File: config.mk
export PLATFORM = sky130hd
export DESIGN_NAME = lbl_bias_ctrl
export DESIGN_NICKNAME = d
export VERILOG_FILES = /design/src/core/lbl_bias_ctrl.v
export VERILOG_INCLUDE_DIRS = /design/src /design/src/common
export SDC_FILE = /design/constraint.sdc
export NUM_CORES = 1
export LEC_CHECK = 0
export ABC_AREA = 1
export BUFFER_PORTS_ARGS = -buffer_cell sky130_fd_sc_hd__buf_2
export CORE_MARGIN = 1.5
export CORE_UTILIZATION = 40
export DETAILED_ROUTE_END_ITERATION = 8
export PLACE_DENSITY = 0.64
export SYNTH_ARGS = -nofsm -noshare
export SYNTH_HDL_FRONTEND = slang
export SYNTH_SLANG_ARGS = --single-unit
File: constraint.sdc
create_clock -name CLK_I -period 1.8 [get_ports CLK_I]
set_clock_uncertainty 0.1 [all_clocks]
set_input_delay 0.36 -clock CLK_I [delete_from_list [all_inputs] [get_ports CLK_I]]
set_output_delay 0.36 -clock CLK_I [all_outputs]
set_load 0.005 [all_outputs]
File: src/common/lbl_map.vh
// Register offsets, field positions and timing constants of the bias and pin control block.
`ifndef LBL_MAP_VH
`define LBL_MAP_VH
`define LBL_OFS_CTRL 4'h0
`define LBL_OFS_REF 4'h1
`define LBL_OFS_LADDER 4'h2
`define LBL_OFS_CST 4'h3
`define LBL_OFS_SEG0 4'h4
`define LBL_OFS_SEG1 4'h5
`define LBL_OFS_SEG2 4'h6
`define LBL_OFS_STATUS 4'h7
`define LBL_OFS_DIR 4'h8
`define LBL_CTRL_WFT 7
`define LBL_CTRL_HALF 6
`define LBL_CTRL_EN 5
`define LBL_CTRL_MUX_HI 1
`define LBL_CTRL_MUX_LO 0
`define LBL_REF_IRE 7
`define LBL_REF_IRS 6
`define LBL_REF_IRI 5
`define LBL_REF_PE_HI 3
`define LBL_REF_PE_LO 1
`define LBL_LAD_AP_HI 7
`define LBL_LAD_AP_LO 6
`define LBL_LAD_BP_HI 5
`define LBL_LAD_BP_LO 4
`define LBL_LAD_AT_HI 2
`define LBL_LAD_AT_LO 0
`define LBL_PWR_OFF 2'h0
`define LBL_MUX_STATIC 2'h0
`define LBL_MUX_HALF 2'h1
`define LBL_MUX_THIRD 2'h2
`define LBL_SLOT_A 5'h0F
`define LBL_SLOT_B 5'h1F
`define LBL_ZERO8 8'h00
`define LBL_ZERO24 24'h00_0000
`define LBL_ONES24 24'hFF_FFFF
`define LBL_ONE5 5'h01
`endif

File: src/core/lbl_bias_ctrl.v
// Bias ladder power switching, reference gating and LCD pin configuration with an Avalon-MM slave.
// Function
// - Static, half and third bias types supported.
// - Half bias shorts middle ladder resistor.
// - Ladder low, medium, high or off.
// - Inactive driver forces ladder off.
// - Mode A after transition, then mode B.
// - Interval timed by 5-bit 32 kHz prescaler.
// - A lasts N clocks; slot 16 or 32.
// - Idle enable drops reference buffer in B when fed by fixed reference.
// - Reference from supply or 3x fixed reference.
// - Inactive driver turns internal reference off.
// - Inactive driver opens contrast ladder.
// - Contrast field selects one of eight taps.
// - Fixed reference enabled automatically when needed.
// - Each external bias pin has own enable.
// - Multiplex field selects active commons.
// - Active common pins override direction bits.
// - Segment enable overrides direction bit.
// - Reset leaves segment pins as I/O.
// - Driver-active status reads running state.
// - Waveform bit selects type B or A.
`timescale 1ns/1ns
`include "lbl_map.vh"
module lbl_bias_ctrl (
    input wire CLK_I,
    input wire RST_N_I,
    input wire [3:0] AVS_ADDRESS_I,
    input wire AVS_READ_I,
    input wire AVS_WRITE_I,
    input wire [31:0] AVS_WRITEDATA_I,
    input wire [3:0] AVS_BYTEENABLE_I,
    output reg [31:0] AVS_READDATA_O,
    output reg AVS_WAITREQUEST_O,
    input wire TICK32K_I,
    input wire DRIVER_RUNNING_I,
    output reg LADDER_IN_A_O,
    output reg [1:0] LADDER_POWER_O,
    output reg LADDER_MID_SHORT_O,
    output reg [1:0] BIAS_TYPE_O,
    output reg INTERNAL_REF_ON_O,
    output reg REF_FROM_FVR_O,
    output reg REF_BUFFER_ON_O,
    output reg FVR_REQUEST_O,
    output reg CONTRAST_LADDER_ON_O,
    output reg [2:0] CONTRAST_TAP_O,
    output reg [2:0] EXTERNAL_BIAS_PINS_EN_O,
    output reg [3:0] COM_ACTIVE_O,
    output reg [3:0] COM_PIN_OE_N_O,
    output reg [23:0] SEG_DRIVE_O,
    output reg [23:0] SEG_PIN_OE_N_O
);
    reg [7:0] lcd_main_control;
    reg [7:0] bias_reference_control;
    reg [7:0] bias_ladder_power_timing;
    reg [2:0] contrast_tap_select;
    reg [23:0] segment_pin_enables;
    reg [27:0] port_direction_bits;
    reg tick_meta;
    reg tick_sync;
    reg tick_prev;
    reg run_meta;
    reg run_sync;
    reg [4:0] slot_count;
    reg ack;
    wire tick_rise;
    wire driver_active_status;
    wire waveform_type_select;
    wire half_bias_select;
    wire [1:0] common_multiplex_select;
    wire internal_ref_enable;
    wire ref_buffer_idle_enable;
    wire [1:0] ladder_power_interval_a;
    wire [1:0] ladder_power_interval_b;
    wire [2:0] interval_a_length;
    wire [4:0] slot_last;
    wire in_a;
    wire [3:0] com_used;
    wire [1:0] next_power;
    wire [1:0] next_bias;
    wire access;
    // Next values of the derived outputs, kept apart so each output register stays simple.
    wire ref_from_fvr;
    wire next_ref_on;
    wire next_buffer_on;
    wire next_fvr_request;
    wire [3:0] next_com_oe_n;
    wire [23:0] next_seg_oe_n;
    reg [31:0] next_readdata;

    function [7:0] merge;
        input [7:0] old;
        input [7:0] data;
        input be;
        begin
            merge = be ? data : old;
        end
    endfunction

    function [3:0] com_decode;
        input [1:0] mux;
        begin
            case (mux)
                `LBL_MUX_STATIC: com_decode = 4'h1;
                `LBL_MUX_HALF: com_decode = 4'h3;
                `LBL_MUX_THIRD: com_decode = 4'h7;
                default: com_decode = 4'hF;
            endcase
        end
    endfunction

    assign waveform_type_select = lcd_main_control[`LBL_CTRL_WFT];
    assign half_bias_select = lcd_main_control[`LBL_CTRL_HALF];
    assign common_multiplex_select = lcd_main_control[`LBL_CTRL_MUX_HI:`LBL_CTRL_MUX_LO];
    assign internal_ref_enable = bias_reference_control[`LBL_REF_IRE];
    assign ref_buffer_idle_enable = bias_reference_control[`LBL_REF_IRI];
    assign ladder_power_interval_a = bias_ladder_power_timing[`LBL_LAD_AP_HI:`LBL_LAD_AP_LO];
    assign ladder_power_interval_b = bias_ladder_power_timing[`LBL_LAD_BP_HI:`LBL_LAD_BP_LO];
    assign interval_a_length = bias_ladder_power_timing[`LBL_LAD_AT_HI:`LBL_LAD_AT_LO];
    // The running level arrives from the frame logic on another clock, so it is synchronised.
    assign driver_active_status = run_sync;
    assign tick_rise = tick_sync & ~tick_prev;
    assign slot_last = waveform_type_select ? `LBL_SLOT_B : `LBL_SLOT_A;
    assign in_a = slot_count < {2'b00, interval_a_length};
    assign next_power = !driver_active_status ? `LBL_PWR_OFF :
        (in_a ? ladder_power_interval_a : ladder_power_interval_b);
    // Static drive uses two levels, half three and third four.
    assign next_bias = (common_multiplex_select == `LBL_MUX_STATIC) ? 2'd0 :
        (half_bias_select ? 2'd1 : 2'd2);
    assign com_used = com_decode(common_multiplex_select);
    assign access = (AVS_READ_I | AVS_WRITE_I) & ~ack;
    assign ref_from_fvr = bias_reference_control[`LBL_REF_IRS];
    assign next_ref_on = internal_ref_enable & driver_active_status;
    // Dropping the buffer in mode B saves power, but only when the fixed reference feeds it.
    assign next_buffer_on = next_ref_on & ~(ref_from_fvr & ref_buffer_idle_enable & ~in_a);
    assign next_fvr_request = next_ref_on & ref_from_fvr;
    // A pin in use as a common or segment is driven whatever its direction bit says.
    assign next_com_oe_n = ~com_used & port_direction_bits[27:24];
    assign next_seg_oe_n = ~segment_pin_enables & port_direction_bits[23:0];

    // Read data is chosen combinationally and captured only when the access is taken.
    always @* begin
        next_readdata = 32'h0000_0000;
        case (AVS_ADDRESS_I)
            `LBL_OFS_CTRL: next_readdata = {24'h00_0000, lcd_main_control[7:6],
                driver_active_status, lcd_main_control[4:0]};
            `LBL_OFS_REF: next_readdata = {24'h00_0000, bias_reference_control};
            `LBL_OFS_LADDER: next_readdata = {24'h00_0000, bias_ladder_power_timing};
            `LBL_OFS_CST: next_readdata = {29'h0000_0000, contrast_tap_select};
            `LBL_OFS_SEG0: next_readdata = {24'h00_0000, segment_pin_enables[7:0]};
            `LBL_OFS_SEG1: next_readdata = {24'h00_0000, segment_pin_enables[15:8]};
            `LBL_OFS_SEG2: next_readdata = {24'h00_0000, segment_pin_enables[23:16]};
            `LBL_OFS_STATUS: next_readdata = {24'h00_0000, in_a, 2'b00, slot_count};
            `LBL_OFS_DIR: next_readdata = {4'h0, port_direction_bits};
            default: next_readdata = 32'h0000_0000;
        endcase
    end

    always @(posedge CLK_I or negedge RST_N_I) begin
        if (!RST_N_I) begin
            tick_meta <= 1'b0;
            tick_sync <= 1'b0;
            tick_prev <= 1'b0;
            run_meta <= 1'b0;
            run_sync <= 1'b0;
        end else begin
            tick_meta <= TICK32K_I;
            tick_sync <= tick_meta;
            tick_prev <= tick_sync;
            run_meta <= DRIVER_RUNNING_I;
            run_sync <= run_meta;
        end
    end

    // The slot counter is the 5-bit prescaler; its wrap marks a segment or common transition.
    always @(posedge CLK_I or negedge RST_N_I) begin
        if (!RST_N_I) begin
            slot_count <= 5'h00;
        end else if (!driver_active_status) begin
            slot_count <= 5'h00;
        end else if (tick_rise) begin
            if (slot_count >= slot_last) begin
                slot_count <= 5'h00;
            end else begin
                slot_count <= slot_count + `LBL_ONE5;
            end
        end
    end

    // Every access takes one wait cycle, so the answer always comes at the second edge.
    always @(posedge CLK_I or negedge RST_N_I) begin
        if (!RST_N_I) begin
            ack <= 1'b0;
            AVS_WAITREQUEST_O <= 1'b1;
            AVS_READDATA_O <= 32'h0000_0000;
        end else begin
            ack <= access;
            AVS_WAITREQUEST_O <= ~access;
            if (access && AVS_READ_I) begin
                AVS_READDATA_O <= next_readdata;
            end
        end
    end

    // Writes land at the edge that takes the access; unmapped offsets are ignored.
    always @(posedge CLK_I or negedge RST_N_I) begin
        if (!RST_N_I) begin
            lcd_main_control <= `LBL_ZERO8;
            bias_reference_control <= `LBL_ZERO8;
            bias_ladder_power_timing <= `LBL_ZERO8;
            contrast_tap_select <= 3'h0;
            segment_pin_enables <= `LBL_ZERO24;
            port_direction_bits <= 28'hFFF_FFFF;
        end else begin
            if (access && AVS_WRITE_I) begin
                case (AVS_ADDRESS_I)
                    `LBL_OFS_CTRL: lcd_main_control <= merge(lcd_main_control,
                        AVS_WRITEDATA_I[7:0] & 8'hE3, AVS_BYTEENABLE_I[0]);
                    `LBL_OFS_REF: bias_reference_control <= merge(bias_reference_control,
                        AVS_WRITEDATA_I[7:0] & 8'hEE, AVS_BYTEENABLE_I[0]);
                    `LBL_OFS_LADDER: bias_ladder_power_timing <= merge(bias_ladder_power_timing,
                        AVS_WRITEDATA_I[7:0] & 8'hF7, AVS_BYTEENABLE_I[0]);
                    `LBL_OFS_CST: begin
                        if (AVS_BYTEENABLE_I[0]) begin
                            contrast_tap_select <= AVS_WRITEDATA_I[2:0];
                        end
                    end
                    `LBL_OFS_SEG0: segment_pin_enables[7:0] <= merge(segment_pin_enables[7:0],
                        AVS_WRITEDATA_I[7:0], AVS_BYTEENABLE_I[0]);
                    `LBL_OFS_SEG1: segment_pin_enables[15:8] <= merge(segment_pin_enables[15:8],
                        AVS_WRITEDATA_I[7:0], AVS_BYTEENABLE_I[0]);
                    `LBL_OFS_SEG2: segment_pin_enables[23:16] <= merge(
                        segment_pin_enables[23:16], AVS_WRITEDATA_I[7:0], AVS_BYTEENABLE_I[0]);
                    `LBL_OFS_DIR: begin
                        if (AVS_BYTEENABLE_I[0]) begin
                            port_direction_bits[7:0] <= AVS_WRITEDATA_I[7:0];
                        end
                        if (AVS_BYTEENABLE_I[1]) begin
                            port_direction_bits[15:8] <= AVS_WRITEDATA_I[15:8];
                        end
                        if (AVS_BYTEENABLE_I[2]) begin
                            port_direction_bits[23:16] <= AVS_WRITEDATA_I[23:16];
                        end
                        if (AVS_BYTEENABLE_I[3]) begin
                            port_direction_bits[27:24] <= AVS_WRITEDATA_I[27:24];
                        end
                    end
                    default: ;
                endcase
            end
        end
    end

    // Outputs are registered; the analog side sees at most one clock of lag.
    always @(posedge CLK_I or negedge RST_N_I) begin
        if (!RST_N_I) begin
            LADDER_IN_A_O <= 1'b0;
            LADDER_POWER_O <= `LBL_PWR_OFF;
        end else begin
            LADDER_IN_A_O <= driver_active_status & in_a;
            LADDER_POWER_O <= next_power;
        end
    end

    // The middle resistor is shorted whenever the half bias bit is set, even with static drive.
    always @(posedge CLK_I or negedge RST_N_I) begin
        if (!RST_N_I) begin
            LADDER_MID_SHORT_O <= 1'b0;
            BIAS_TYPE_O <= 2'd0;
        end else begin
            LADDER_MID_SHORT_O <= half_bias_select;
            BIAS_TYPE_O <= next_bias;
        end
    end

    // The internal reference is never on while the driver is idle.
    always @(posedge CLK_I or negedge RST_N_I) begin
        if (!RST_N_I) begin
            INTERNAL_REF_ON_O <= 1'b0;
            REF_FROM_FVR_O <= 1'b0;
        end else begin
            INTERNAL_REF_ON_O <= next_ref_on;
            REF_FROM_FVR_O <= ref_from_fvr;
        end
    end

    // Software never asks for the fixed reference; the request follows the configuration.
    always @(posedge CLK_I or negedge RST_N_I) begin
        if (!RST_N_I) begin
            REF_BUFFER_ON_O <= 1'b0;
            FVR_REQUEST_O <= 1'b0;
        end else begin
            REF_BUFFER_ON_O <= next_buffer_on;
            FVR_REQUEST_O <= next_fvr_request;
        end
    end

    // Without an internal reference the contrast ladder is left open.
    always @(posedge CLK_I or negedge RST_N_I) begin
        if (!RST_N_I) begin
            CONTRAST_LADDER_ON_O <= 1'b0;
            CONTRAST_TAP_O <= 3'h0;
        end else begin
            CONTRAST_LADDER_ON_O <= next_ref_on;
            CONTRAST_TAP_O <= contrast_tap_select;
        end
    end

    // External bias pins may be joined to the nodes while the ladder keeps running.
    always @(posedge CLK_I or negedge RST_N_I) begin
        if (!RST_N_I) begin
            EXTERNAL_BIAS_PINS_EN_O <= 3'h0;
        end else begin
            EXTERNAL_BIAS_PINS_EN_O <= bias_reference_control[`LBL_REF_PE_HI:`LBL_REF_PE_LO];
        end
    end

    // Commons stay undriven during reset so no pin fights the board.
    always @(posedge CLK_I or negedge RST_N_I) begin
        if (!RST_N_I) begin
            COM_ACTIVE_O <= 4'h0;
            COM_PIN_OE_N_O <= 4'hF;
        end else begin
            COM_ACTIVE_O <= com_used;
            COM_PIN_OE_N_O <= next_com_oe_n;
        end
    end

    // Segment pins are plain inputs during and after reset until software enables them.
    always @(posedge CLK_I or negedge RST_N_I) begin
        if (!RST_N_I) begin
            SEG_DRIVE_O <= `LBL_ZERO24;
            SEG_PIN_OE_N_O <= `LBL_ONES24;
        end else begin
            SEG_DRIVE_O <= segment_pin_enables;
            SEG_PIN_OE_N_O <= next_seg_oe_n;
        end
    end
endmodule

; Word-level counts from Yosys, hierarchy flattened
; Cells that the tools add are included.
[totals]
ff_bits = 189
input_bits = 46
output_inout_bits = 106
[op_classes]
n_addsub = 1
order_cmp = 2
n_eq_ne = 11
n_mux = 10
n_bitwise = 18
reduce_logical = 15
[op_table]
columns = cell, n
row1 = one-hot mux 28 bit (9 select lines), 1
row2 = AND reduction 3 bit, 11
row3 = bitwise AND 24 bit, 1
row4 = NOT 24 bit, 1
row5 = two-way mux 5 bit, 4
row6 = "equality test 4 x 3 -> 1 bit, second input constant", 4
row7 = one-hot mux 4 bit (3 select lines), 1
row8 = bitwise AND 1 bit, 8
row9 = "equality test 4 x 2 -> 1 bit, second input constant", 2
row10 = two-way mux 2 bit, 4
row11 = "adder 5 x 1 -> 5 bit, second input constant", 1
row12 = >= comparator 5 bit, 1
row13 = < comparator 5 x 3 -> 1 bit, 1
row14 = NOT 1 bit, 5
row15 = bitwise AND 4 bit, 1
row16 = "equality test 4 x 1 -> 1 bit, second input constant", 1
row17 = "equality test 4 bit, second input constant", 1
row18 = logical NOT 4 bit, 1
row19 = NOT 4 bit, 1
row20 = "equality test 2 x 1 -> 1 bit, second input constant", 1
row21 = "equality test 2 bit, second input constant", 1
row22 = logical AND 1 bit, 2
row23 = logical NOT 2 bit, 1
row24 = "!= test 2 x 1 -> 1 bit, second input constant", 1
row25 = OR 1 bit, 1

; Longest topological paths before layout
; Gate-level depths: netlist of run 1.
[depth]
word_depth = 5
mapped_depth = 9

; Least setup slack after synthesis of run 1
; OpenSTA, ideal clock, no wires.
[synth_timing]
path_type = register to register
start = reg ack
end = reg segment_pin_enables[11]
t_arrival_ns = 1.253
required_ns = 1.574
path_slack_ns = 0.321
path_stages_with_launch = 8
n_path_buf = 2
period_less_slack_ns = 1.479
path_cell_list = dfrtp_1 -> o21bai_4 -> nor2_4 -> nand2_4 -> buf_6 -> nor2_8 -> buf_6 -> o21ai_0
[synth_via]
elab_chain_len = 4
[synth_lines]
columns = element, line_no
row1 = start: declaration, lbl_bias_ctrl.v:65  ; reg ack;
row2 = start signal: assignment, lbl_bias_ctrl.v:197  ; ack <= access;
row3 = NOT 1 bit, lbl_bias_ctrl.v:131  ; assign access = (AVS_READ_I | AVS_WRITE_I) & ~ack;
row4 = bitwise AND 1 bit, lbl_bias_ctrl.v:131
row5 = logical AND 1 bit, lbl_bias_ctrl.v:215  ; if (access && AVS_WRITE_I) begin
row6 = AND reduction 3 bit (no line), n/a
row7 = end signal: assignment, lbl_bias_ctrl.v:212  ; segment_pin_enables <= `LBL_ZERO24;
row8 = end signal: assignment, lbl_bias_ctrl.v:230  ; `LBL_OFS_SEG1: segment_pin_enables[15:8] <= merge(segment_pin_enables[15:8],
row9 = end: declaration, lbl_bias_ctrl.v:57  ; reg [23:0] segment_pin_enables;
; Every way passes these cells.
; A chain may end at the register's enable or synchronous reset.

; Final worst setup path of run 1
[layout_timing]
start = reg ack
end = reg segment_pin_enables[0]
; Same word-level chain as after synthesis.

==> results of run 1 <==
[timing repair]
item                                   4_1_cts  5_1_grt
hold buffers                                 3        0
setup buffers                                0        0
setup endpoints to repair                    0        0
endpoints found under the hold margin       32        0
[cell type report]
class | count | share of cell area [%]
multi-input cells | 426 | 23.11
clock buffers | 21 | 5.031
repair buffers | 166 | 10.73
inverters | 79 | 3.416
well taps | 225 | 3.216
clock inverters | 11 | 1.072
flip-flops and latches | 184 | 53.42
[per-layer routing]
metal  GRT usage, %  up-vias
li1               -     2556
met1          26.65     2534
met2          29.79      189
met3          5.037       31
met4          6.738        6
met5              0        -
[cells in the mapped netlist (all sizes together)]
cell type,number
a21oi,25
a31oi,1
and3,1
buf,20
clkbuf,2
conb,2
dfrtp,127
dfstp,57
ha,4
inv,79
nand2,152
nand3,39
nand3b,1
nand4,2
nor2,104
nor3,1
o21ai,88
o21bai,1
xnor2,1
[cells in the final DEF (no fill, tap or decap), drive strengths merged]
cell type and instances:
dlygate4sd3 3, clkinvlp 4, dfstp 57, nand2 152, ha 4, xnor2 1, clkbuf 21, dfrtp 127
a21oi 25, nor3 1, conb 6, and3 1, a31oi 1, nand3 39, nor2 104, buf 163
inv 83, nand3b 1, clkinv 3, o21ai 88, nand4 2, o21bai 1
[critical path, stage by stage, from the launching register on]
cell and delay, ns:
sky130_fd_sc_hd__dfrtp_1 0.36, sky130_fd_sc_hd__o21bai_4 0.20, sky130_fd_sc_hd__nor2_4 0.15, sky130_fd_sc_hd__nand2_4 0.21, sky130_fd_sc_hd__nor2_4 0.34, sky130_fd_sc_hd__nor2_1 0.08, sky130_fd_sc_hd__a21oi_1 0.12
[cell families after synthesis]
kind of cell    Yosys count  share of synthesized area, %
compound gates          115                         8.265
other cells               2                        0.1051
buf+inv                 101                         6.461
fa+ha+maj                 4                        0.7004
flops                   184                         65.44
simple gates            300                         18.91
xor+xnor                  1                        0.1226
[metrics by stage]
step	area, sq um	hold slack, ns	total power [mW]	setup slack (ns)	std cells
after floorplan	7161	-0.03559	6.050	0.3210	711
after global placement	8189	0.1754	6.878	0.09474	1077
after detailed placement	8189	0.1755	6.924	0.05641	1077
after CTS	8753	0.02860	10.34	0.1590	1112
after global routing	8753	0.04464	10.75	0.02988	1112
final	8753	0.04951	10.21	0.1536	1112
[power breakdown]
group          switching (mW)  internal, mW
combinational           0.827         0.584
clock                    1.58          1.79
sequential              0.379          5.04
total                    2.79          7.42
[worst max path at each step]
stage / startpoint / end / slack, ns / cells after the start
detailed placement: AVS_ADDRESS_I[2] / AVS_READDATA_O[3] / 0.06 / 9
finish: ack / segment_pin_enables[0] / 0.15 / 6
global placement: AVS_ADDRESS_I[2] / AVS_READDATA_O[3] / 0.09 / 9
floorplan: ack / segment_pin_enables[11] / 0.32 / 7
CTS: ack / segment_pin_enables[7] / 0.16 / 6
global route: ack / segment_pin_enables[18] / 0.03 / 6
[state kept, by name, indices dropped and copies added (netlist names), 2 cells and up]
register	flops
bias_reference_control	6
EXTERNAL_BIAS_PINS_EN_O	3
lcd_main_control	4
bias_ladder_power_timing	7
segment_pin_enables	24
SEG_PIN_OE_N_O	24
BIAS_TYPE_O	2
contrast_tap_select	3
port_direction_bits	28
COM_PIN_OE_N_O	4
slot_count	5
CONTRAST_TAP_O	3
SEG_DRIVE_O	24
AVS_READDATA_O	28
COM_ACTIVE_O	4
LADDER_POWER_O	2
==> impl_metrics.json, run 1 <==
{
  "run_status": "finished, final reports clean",
  "drt-met1-wl_um": 7796,
  "worst_r2r_end": "segment_pin_enables[0]",
  "p_per_area_mw_per_mm2": 1166,
  "cts-buffers-inserted": 17,
  "startpoint_of_the_most_critical_hold_path": "AVS_WRITEDATA_I[21]",
  "placed_wire_length_estimate_after_detailed_placement_um": 12620,
  "grt_first_pass_wirelength_um": 26980,
  "chipWidth_um": 136.7,
  "drt_iter0_drc": 363,
  "routed_length_per_instance_um": 15.58,
  "synth.area.top_cells": "sky130_fd_sc_hd__dfrtp_1 (44%), sky130_fd_sc_hd__dfstp_2 (21%), sky130_fd_sc_hd__nand2_1 (7.8%)",
  "io_buffers": 143,
  "final-seq-area_sq_mm": 0.004676,
  "routed-wl-met2_um": 8033,
  "nNetsFinal": 924,
  "fp.dieH_um": 136.7,
  "post-synth-top-area-cell": "sky130_fd_sc_hd__dfrtp_1",
  "multi_input_comb_area_sq_mm": 0.002023,
  "reg2reg_setup_slack_ns": 0.15,
  "fin_util_pct": 50.43,
  "total_neg_setup_slack_ns": 0,
  "drv_cap": 0,
  "drt-pass1-iter-count": 5,
  "gpl.final_weighted_congestion": 0.8753,
  "ctsRootBufferMaster": "sky130_fd_sc_hd__clkbuf_16",
  "rsz0062_at_grt": "false",
  "num_vias": 5316,
  "synth_top_cell_area_share_pct": 44.48,
  "clock_tree.buffer_depth": 2,
  "initial_core_util_pct": 41.17,
  "grt_max_degree": 57,
  "layout_min_cycle_time_ns": 1.646,
  "synth.lib_cells_used.distinct": 30,
  "route.top_layer_used": "met5",
  "synthToLayoutAreaGrowth_pct": 22.50,
  "final-hold-violation-count": 0,
  "routed_wirelength_um": 17320,
  "cp.arrival_ns": 1.90,
  "synth.cell_area_sq_mm": 0.007146,
  "ys.warnings.count": 0,
  "core_outline_area_sq_mm": 0.01736,
  "floorplan.die_area_sq_mm": 0.01867,
  "critPathKind": "reg2reg",
  "startpoint_type": "flip-flop",
  "layout_worst_path_cycle_share_pct": 91.47,
  "detail_route.vias_per_cell": 4.781,
  "dr_wl_met3_um": 1071,
  "logic_depth_of_the_worst_register_to_register_path": 6,
  "synthCells": 707,
  "timing.critical_path.to_type": "flip-flop",
  "insertedDiodeCount": 0,
  "grt_overflow_total": 0,
  "htree_levels": 4,
  "cts.reportedPaths.clkPinSlew_ns": 0.07,
  "rows": 48,
  "holdPathEnd": "port_direction_bits[21]",
  "slew_viol_final": 0,
  "synth_sequential_area_ratio_pct": 65.44,
  "clock_latency_ns": 0.43,
  "cts_sinks": 184,
  "postCtsResizedCells": 0,
  "post_synth.cell_area_avg_sq_um": 10.11,
  "drt_drc_violations_left": 0,
  "setup_viol_count_final": 0,
  "io-pin-count": 152,
  "tritoncts": "done",
  "vdd_drop_max_v": 0.0006689,
  "grt_antenna_before_repair": 3,
  "route.antenna.remaining_nets": 0,
  "total_leakage_power_nw": 4.568,
  "maxClockFrequency_ghz": 0.6074,
  "cp.required_ns": 2.05,
  "gr-usage-all-layers_pct": 19.40,
  "synth-seq-cells": 184,
  "cp_max_fo": 15,
  "via_count_of_the_first_global_routing_pass": 5065,
  "r2r_start": "ack",
  "hold_class": "in2reg",
  "fillCellCount": 1632,
  "final_layout_size_suffix_gt1_share_pct": 30.78,
  "hold_depth": 3
}
No activity file was read; power rests on OpenSTA's default activity.
==> run 2, diff against run 1 <==
ABC_AREA = not set   (was 1)
REMOVE_ABC_BUFFERS = 1   (was not set)
==> impl_metrics.json, run 2 <==
{
  "grt_overflow_total": 0,
  "synth.area.top_cells": "sky130_fd_sc_hd__dfrtp_1 (45%), sky130_fd_sc_hd__dfstp_2 (21%), sky130_fd_sc_hd__mux2_2 (12%)",
  "core_outline_area_sq_mm": 0.01736,
  "p_per_area_mw_per_mm2": 1121,
  "grt_first_pass_wirelength_um": 27070,
  "clock_latency_ns": 0.42,
  "total_neg_setup_slack_ns": 0,
  "cp.required_ns": 2.05,
  "run_status": "finished, final reports clean",
  "synth_top_cells_by_count": "sky130_fd_sc_hd__dfrtp_1 (127), sky130_fd_sc_hd__mux2_2 (76), sky130_fd_sc_hd__nand2_1 (66)",
  "cts.reportedPaths.clkPinSlew_ns": 0.06,
  "clock_power_share_pct": 37.4,
  "fp.dieH_um": 136.6,
  "critPathKind": "reg2reg",
  "grt_antenna_before_repair": 1,
  "p_int_mw": 7.954,
  "drt-pass1-iter-count": 4,
  "synth_sequential_area_ratio_pct": 65.49,
  "maxClockFrequency_ghz": 0.5636,
  "synth.cell_area_sq_mm": 0.007139,
  "vdd_drop_max_v": 0.0006970,
  "rsz0062_at_grt": "true",
  "power.switching_fraction_pct": 23.62,
  "ys.warnings.count": 0,
  "rows": 48,
  "slew_viol_final": 0,
  "cp_slowest_stage_delay_ns": 0.42,
  "total_leakage_power_nw": 4.557,
  "gr-usage-all-layers_pct": 19.48,
  "route.top_layer_used": "met5",
  "synth_edf_count": 0,
  "floorplan.die_area_sq_mm": 0.01866,
  "startpoint_of_the_most_critical_hold_path": "AVS_WRITEDATA_I[13]",
  "ctsRootBufferMaster": "sky130_fd_sc_hd__clkbuf_16",
  "reg2reg_setup_slack_ns": 0.03,
  "routed-wl-met2_um": 8429,
  "cts_sinks": 184,
  "synth.most_common_cell": "sky130_fd_sc_hd__dfrtp_1",
  "tritoncts": "done",
  "routed_wirelength_um": 17450,
  "timing.critical_path.to_type": "flip-flop",
  "synthCells": 527,
  "cts-buffers-inserted": 17,
  "synth_top_cell_area_share_pct": 44.51,
  "layout.cells.most_common": "sky130_fd_sc_hd__buf_2",
  "initial_core_util_pct": 41.13,
  "post_synth.cell_area_avg_sq_um": 13.55,
  "startpoint_type": "flip-flop",
  "drt-met1-wl_um": 7585,
  "crit_path_cell_trace": "ha_2 > a21o_1 > a41oi_2 > nand2_2 > or4_1 > o21ai_0",
  "via_count_of_the_first_global_routing_pass": 5050,
  "flop_pwr_share_pct": 50.0,
  "instances_no_fill": 980,
  "logic_depth_of_the_worst_register_to_register_path": 6,
  "io-pin-count": 152,
  "insertedDiodeCount": 0,
  "layout_setup_ws_ns": 0.02557,
  "post-synth-top-area-cell": "sky130_fd_sc_hd__dfrtp_1",
  "hold_depth": 2,
  "switching_power_mw": 2.459,
  "num_vias": 4859,
  "placed_wire_length_estimate_after_detailed_placement_um": 12900,
  "r2r_start": "slot_count[1]",
  "placedCellCount": 941,
  "dpl_worst_slack_ns": -0.2582,
  "htree_levels": 4,
  "chipWidth_um": 136.6,
  "route.antenna.remaining_nets": 0,
  "io_buffers": 143,
  "final_cell_mix": "sky130_fd_sc_hd__buf_2 (142), sky130_fd_sc_hd__dfrtp_1 (127), sky130_fd_sc_hd__mux2_2 (73), sky130_fd_sc_hd__nand2_1 (64), sky130_fd_sc_hd__buf_4 (64)",
  "detail_route.vias_per_cell": 4.958,
  "holdPathEnd": "port_direction_bits[13]",
  "synth_async_sr_flop_share_pct": 100.0,
  "worst_path_max_delay_cell": "sky130_fd_sc_hd__dfrtp_1",
  "final_layout_size_suffix_gt1_share_pct": 52.58,
  "drt_drc_violations_left": 0,
  "layout_worst_path_cycle_share_pct": 98.58,
  "clock_tree.buffer_depth": 2,
  "p_total_mw": 10.41,
  "synth-seq-cells": 184,
  "cp.arrival_ns": 2.02,
  "dr_wl_met3_um": 975,
  "synth_top_flop_cell": "sky130_fd_sc_hd__dfrtp_1",
  "worst_r2r_end": "slot_count[3]",
  "cp_max_fo": 4,
  "power.share.combinational_pct": 12.6,
  "reg_top3": "AVS_READDATA_O x28, port_direction_bits x28",
  "layout_min_cycle_time_ns": 1.774,
  "drt_iter0_drc": 229,
  "final-hold-violation-count": 0,
  "synthToLayoutAreaGrowth_pct": 30.16,
  "routed_length_per_instance_um": 17.81,
  "gpl.final_weighted_congestion": 0.8440,
  "nNetsFinal": 792,
  "grt_max_degree": 41,
  "hold_class": "in2reg",
  "drv_cap": 0,
  "setup_viol_count_final": 0,
  "synth.lib_cells_used.distinct": 52
}
## run 2: changes by cell type after synthesis, moves of 6 or more
cell	delta
sky130_fd_sc_hd__nor3_1	+10
sky130_fd_sc_hd__nand2_1	-82
sky130_fd_sc_hd__nand3_1	-35
sky130_fd_sc_hd__a21oi_1	-18
sky130_fd_sc_hd__o21ai_0	-48
sky130_fd_sc_hd__nor2_1	-76
sky130_fd_sc_hd__nor2b_1	+32
sky130_fd_sc_hd__nor2_4	-9
sky130_fd_sc_hd__inv_1	-67
sky130_fd_sc_hd__o21ai_1	-6
sky130_fd_sc_hd__mux2i_1	+13
sky130_fd_sc_hd__mux2_2	+76
## run 2: stage by stage
stage          utilization [%]  area [sq um]  hold slack [ns]
2_1_floorplan                -          6992         -0.03559
3_3_place_gp             49.31          8558           0.2117
3_5_place_dp             49.31          8558           0.2088
4_1_cts                  53.29          9249          0.05356
6_report                 53.54          9293          0.06665
5_1_grt                  53.54          9293          0.05375
## run 2: cells by family (layout without fill, tap and decap cells)
group / Yosys count / in the layout / share of synthesized area [%]
and+or+nand+nor: 151 / 151 / 10.97
DFF: 184 / 184 / 65.49
buffers and inverters: 33 / 257 / 2.751
other: 2 / 6 / 0.1052
adders and majority gates: 4 / 4 / 0.7010
AOI/OAI and AO/OA: 61 / 61 / 5.223
muxes: 92 / 92 / 14.76
## run 2: repair_timing
| action | CTS | global route |
|---|---|---|
| setup endpoints to repair | 11 | 30 |
| pin swaps | 7 | 1 |
| buffers inserted | 2 | 2 |
| endpoints found under the hold margin | 21 | 0 |
| hold buffers | 3 | 0 |
| gates resized for setup | 7 | 9 |
## run 2: final cells by class
class | count | area [sq um]
Multi-Input combinational cell | 314 | 2336
Timing Repair Buffer | 216 | 1346
Sequential cell | 184 | 4676
Fill cell | 1525 | 8064
Inverter | 9 | 33.78
Tap cell | 225 | 281.5
Clock buffer | 24 | 471.7
Clock inverter | 8 | 147.6
## run 2: per-layer routing
layer / vias up / track usage [%]
met4: 2 / 8.156
met3: 36 / 4.630
met1: 2431 / 25.44
met2: 160 / 31.13
met5: - / 0
li1: 2230 / -
## run 2: how the worst max path moves through the flow
| stage | start | to | slack (ns) | cells past startpoint |
|---|---|---|---|---|
| floorplan | ack | AVS_READDATA_O[2] | -0.09 | 3 |
| global placement | AVS_ADDRESS_I[2] | port_direction_bits[21] | -0.20 | 8 |
| detailed placement | AVS_ADDRESS_I[2] | port_direction_bits[19] | -0.26 | 8 |
| CTS | ack | lcd_main_control[6] | -0.01 | 5 |
| global route | slot_count[1] | slot_count[3] | -0.06 | 6 |
| finish | slot_count[1] | slot_count[3] | 0.03 | 6 |
## run 2: power groups by stage
stage                     sequential [mW]  clock, mW  combinational [mW]
final                                5.21       3.90                1.31
after global routing                 5.28       4.19                1.45
after CTS                            5.22       3.97                1.31
after detailed placement             5.28          0                1.28
after global placement               5.25          0                1.25
after floorplan                      5.19          0               0.544
## run 2: worst max-delay path: cells and delay by family (launching register included)
family	cells	cell delay (ns)
adder cells (fa/ha/maj)	1	0.21
flip-flops	1	0.42
AO/OA/AOI/OAI	3	0.47
AND/OR/NAND/NOR	2	0.51
==> run 3, diff against run 2 <==
--- a/config.mk
+++ b/config.mk
@@ -14,2 +14,3 @@
 export REMOVE_ABC_BUFFERS = 1
+export SKIP_LAST_GASP = 1
 export SYNTH_ARGS = -nofsm -noshare
==> constraint.sdc (replaced) <==
create_clock -name CLK_I -period 1.8 [get_ports CLK_I]
set_clock_uncertainty 0.1 [all_clocks]
set_input_delay 0.27 -clock CLK_I [delete_from_list [all_inputs] [get_ports CLK_I]]
set_output_delay 0.27 -clock CLK_I [all_outputs]
set_load 0.005 [all_outputs]
==> impl_metrics.json, run 3 (same netlist as run 2, synthesis figures left out) <==
{
  "gpl.final_weighted_congestion": 0.8191,
  "clock_tree.buffer_depth": 2,
  "cts-buffers-inserted": 17,
  "slew_viol_final": 0,
  "cts_sinks": 184,
  "routed_length_per_instance_um": 17.59,
  "critPathKind": "reg2reg",
  "fillCellCount": 1473,
  "cp.required_ns": 2.06,
  "placement.cell_area_sq_mm": 0.008463,
  "grt_overflow_total": 0,
  "num_vias": 4903,
  "grt_antenna_before_repair": 1,
  "drt_drc_violations_left": 0,
  "ctsRootBufferMaster": "sky130_fd_sc_hd__clkbuf_16",
  "fin_util_pct": 54.31,
  "final-seq-area_sq_mm": 0.004676,
  "drt_iter0_drc": 241,
  "run_status": "finished, violations left",
  "final-hold-violation-count": 0,
  "nNetsFinal": 801,
  "io_buffers": 143,
  "final.hold.worst_slack_ns": 0.04707,
  "multi_input_comb_area_sq_mm": 0.002315,
  "startpoint_type": "flip-flop",
  "synthToLayoutAreaGrowth_pct": 32.04,
  "r2r_start": "slot_count[1]",
  "layout.cells.most_common": "sky130_fd_sc_hd__buf_2",
  "drv_cap": 0,
  "initial_core_util_pct": 41.13,
  "gr-usage-all-layers_pct": 19.35,
  "startpoint_of_the_most_critical_hold_path": "AVS_WRITEDATA_I[4]",
  "placedCellCount": 930,
  "core_outline_area_sq_mm": 0.01736,
  "htree_levels": 4,
  "violated_checks": "setup timing",
  "route.top_layer_used": "met4",
  "p_per_area_mw_per_mm2": 1130,
  "vdd_drop_max_v": 0.0007168,
  "setup_viol_count_final": 4,
  "grt_first_pass_wirelength_um": 26820,
  "rows": 48,
  "cp-startpoint": "slot_count[1]",
  "routed-wl-met2_um": 8470,
  "chipWidth_um": 136.6,
  "drt-pass1-iter-count": 4,
  "tritoncts": "done",
  "dr_wl_met3_um": 1148,
  "grt_max_degree": 49,
  "cp.arrival_ns": 2.13,
  "hold_class": "in2reg",
  "instances_no_fill": 992,
  "layout_min_cycle_time_ns": 1.877,
  "floorplan.die_area_sq_mm": 0.01866,
  "reg_top3": "AVS_READDATA_O x28, port_direction_bits x28",
  "detail_route.vias_per_cell": 4.943,
  "clock_latency_ns": 0.43,
  "total_leakage_power_nw": 4.605,
  "cts.reportedPaths.clkPinSlew_ns": 0.07,
  "io-pin-count": 152,
  "layout_setup_ws_ns": -0.07716,
  "route.antenna.remaining_nets": 0,
  "final_cell_mix": "sky130_fd_sc_hd__buf_2 (142), sky130_fd_sc_hd__dfrtp_1 (127), sky130_fd_sc_hd__mux2_2 (76), sky130_fd_sc_hd__nand2_1 (64), sky130_fd_sc_hd__dfstp_2 (57)",
  "rsz0062_at_grt": "true",
  "placed_wire_length_estimate_after_detailed_placement_um": 12520,
  "fp.dieH_um": 136.6,
  "via_count_of_the_first_global_routing_pass": 5033,
  "layout_worst_path_cycle_share_pct": 104.3,
  "final_layout_size_suffix_gt1_share_pct": 51.18,
  "drt-met1-wl_um": 7487,
  "maxClockFrequency_ghz": 0.5327,
  "cp_max_fo": 4,
  "timing.critical_path.to_type": "flip-flop",
  "final_design_area_no_fill_sq_mm": 0.009427,
  "routed_wirelength_um": 17450
}
## run 3: area by class of cell
cell class / count / share of cell area (%)
timing repair buffer: 225 / 15.44
clock buffer: 18 / 4.659
inverter: 9 / 0.3584
clock inverter: 14 / 2.323
multi-input combinational: 314 / 24.56
antenna: 3 / 0.07964
sequential: 184 / 49.60
tap: 225 / 2.986
## run 3: stage by stage
stage | setup slack (ns) | power, mW | TNS, ns
finish | -0.07716 | 10.65 | -0.2308
global route | -0.1293 | 11.11 | -0.4078
CTS | -0.05516 | 10.72 | -0.1809
detailed placement | -0.07365 | 6.540 | -0.7938
global placement | -0.07141 | 6.486 | -0.9051
floorplan | -0.09132 | 5.733 | -0.4636
## run 3: report_power, final
group | total [mW] | internal [mW] | switching, mW
clock network | 4.13 | 2.51 | 1.61
logic | 1.32 | 0.721 | 0.595
registers | 5.21 | 4.84 | 0.365
## run 3: worst max-delay path, stage by stage, from the launching register on
cell and delay, ns:
sky130_fd_sc_hd__dfrtp_1 0.41, sky130_fd_sc_hd__ha_2 0.20, sky130_fd_sc_hd__a21o_1 0.16, sky130_fd_sc_hd__a41oi_2 0.21, sky130_fd_sc_hd__nand2_2 0.10, sky130_fd_sc_hd__buf_6 0.13
sky130_fd_sc_hd__buf_4 0.13, sky130_fd_sc_hd__mux2_2 0.26, sky130_fd_sc_hd__nor2_1 0.10
## run 3: timing repair
action / CTS / global route
buffers inserted: 3 / 1
endpoints found under the hold margin: 62 / 0
hold buffers: 23 / 0
setup endpoints to repair: 13 / 6
pin swaps: 3 / 7
gates resized for setup: 4 / 10
cloned: 0 / 0
## run 3: path summary, 6_finish.rpt
check / to / slack, ns / cells after the start
max in group asynchronous: AVS_WAITREQUEST_O / 0.71 / 3
min in group asynchronous: FVR_REQUEST_O / 0.24 / 2
min: segment_pin_enables[4] / 0.05 / 2
min reg2reg: driver_active_status / 0.26 / 0
max: slot_count[0] / -0.08 / 8
max reg2reg: slot_count[0] / -0.08 / 8
## run 3: per-layer routing
metal	vias up	global-route usage, %
met5	-	0
met4	0	6.915
met3	22	5.259
met2	174	31.49
met1	2445	24.83
li1	2262	-
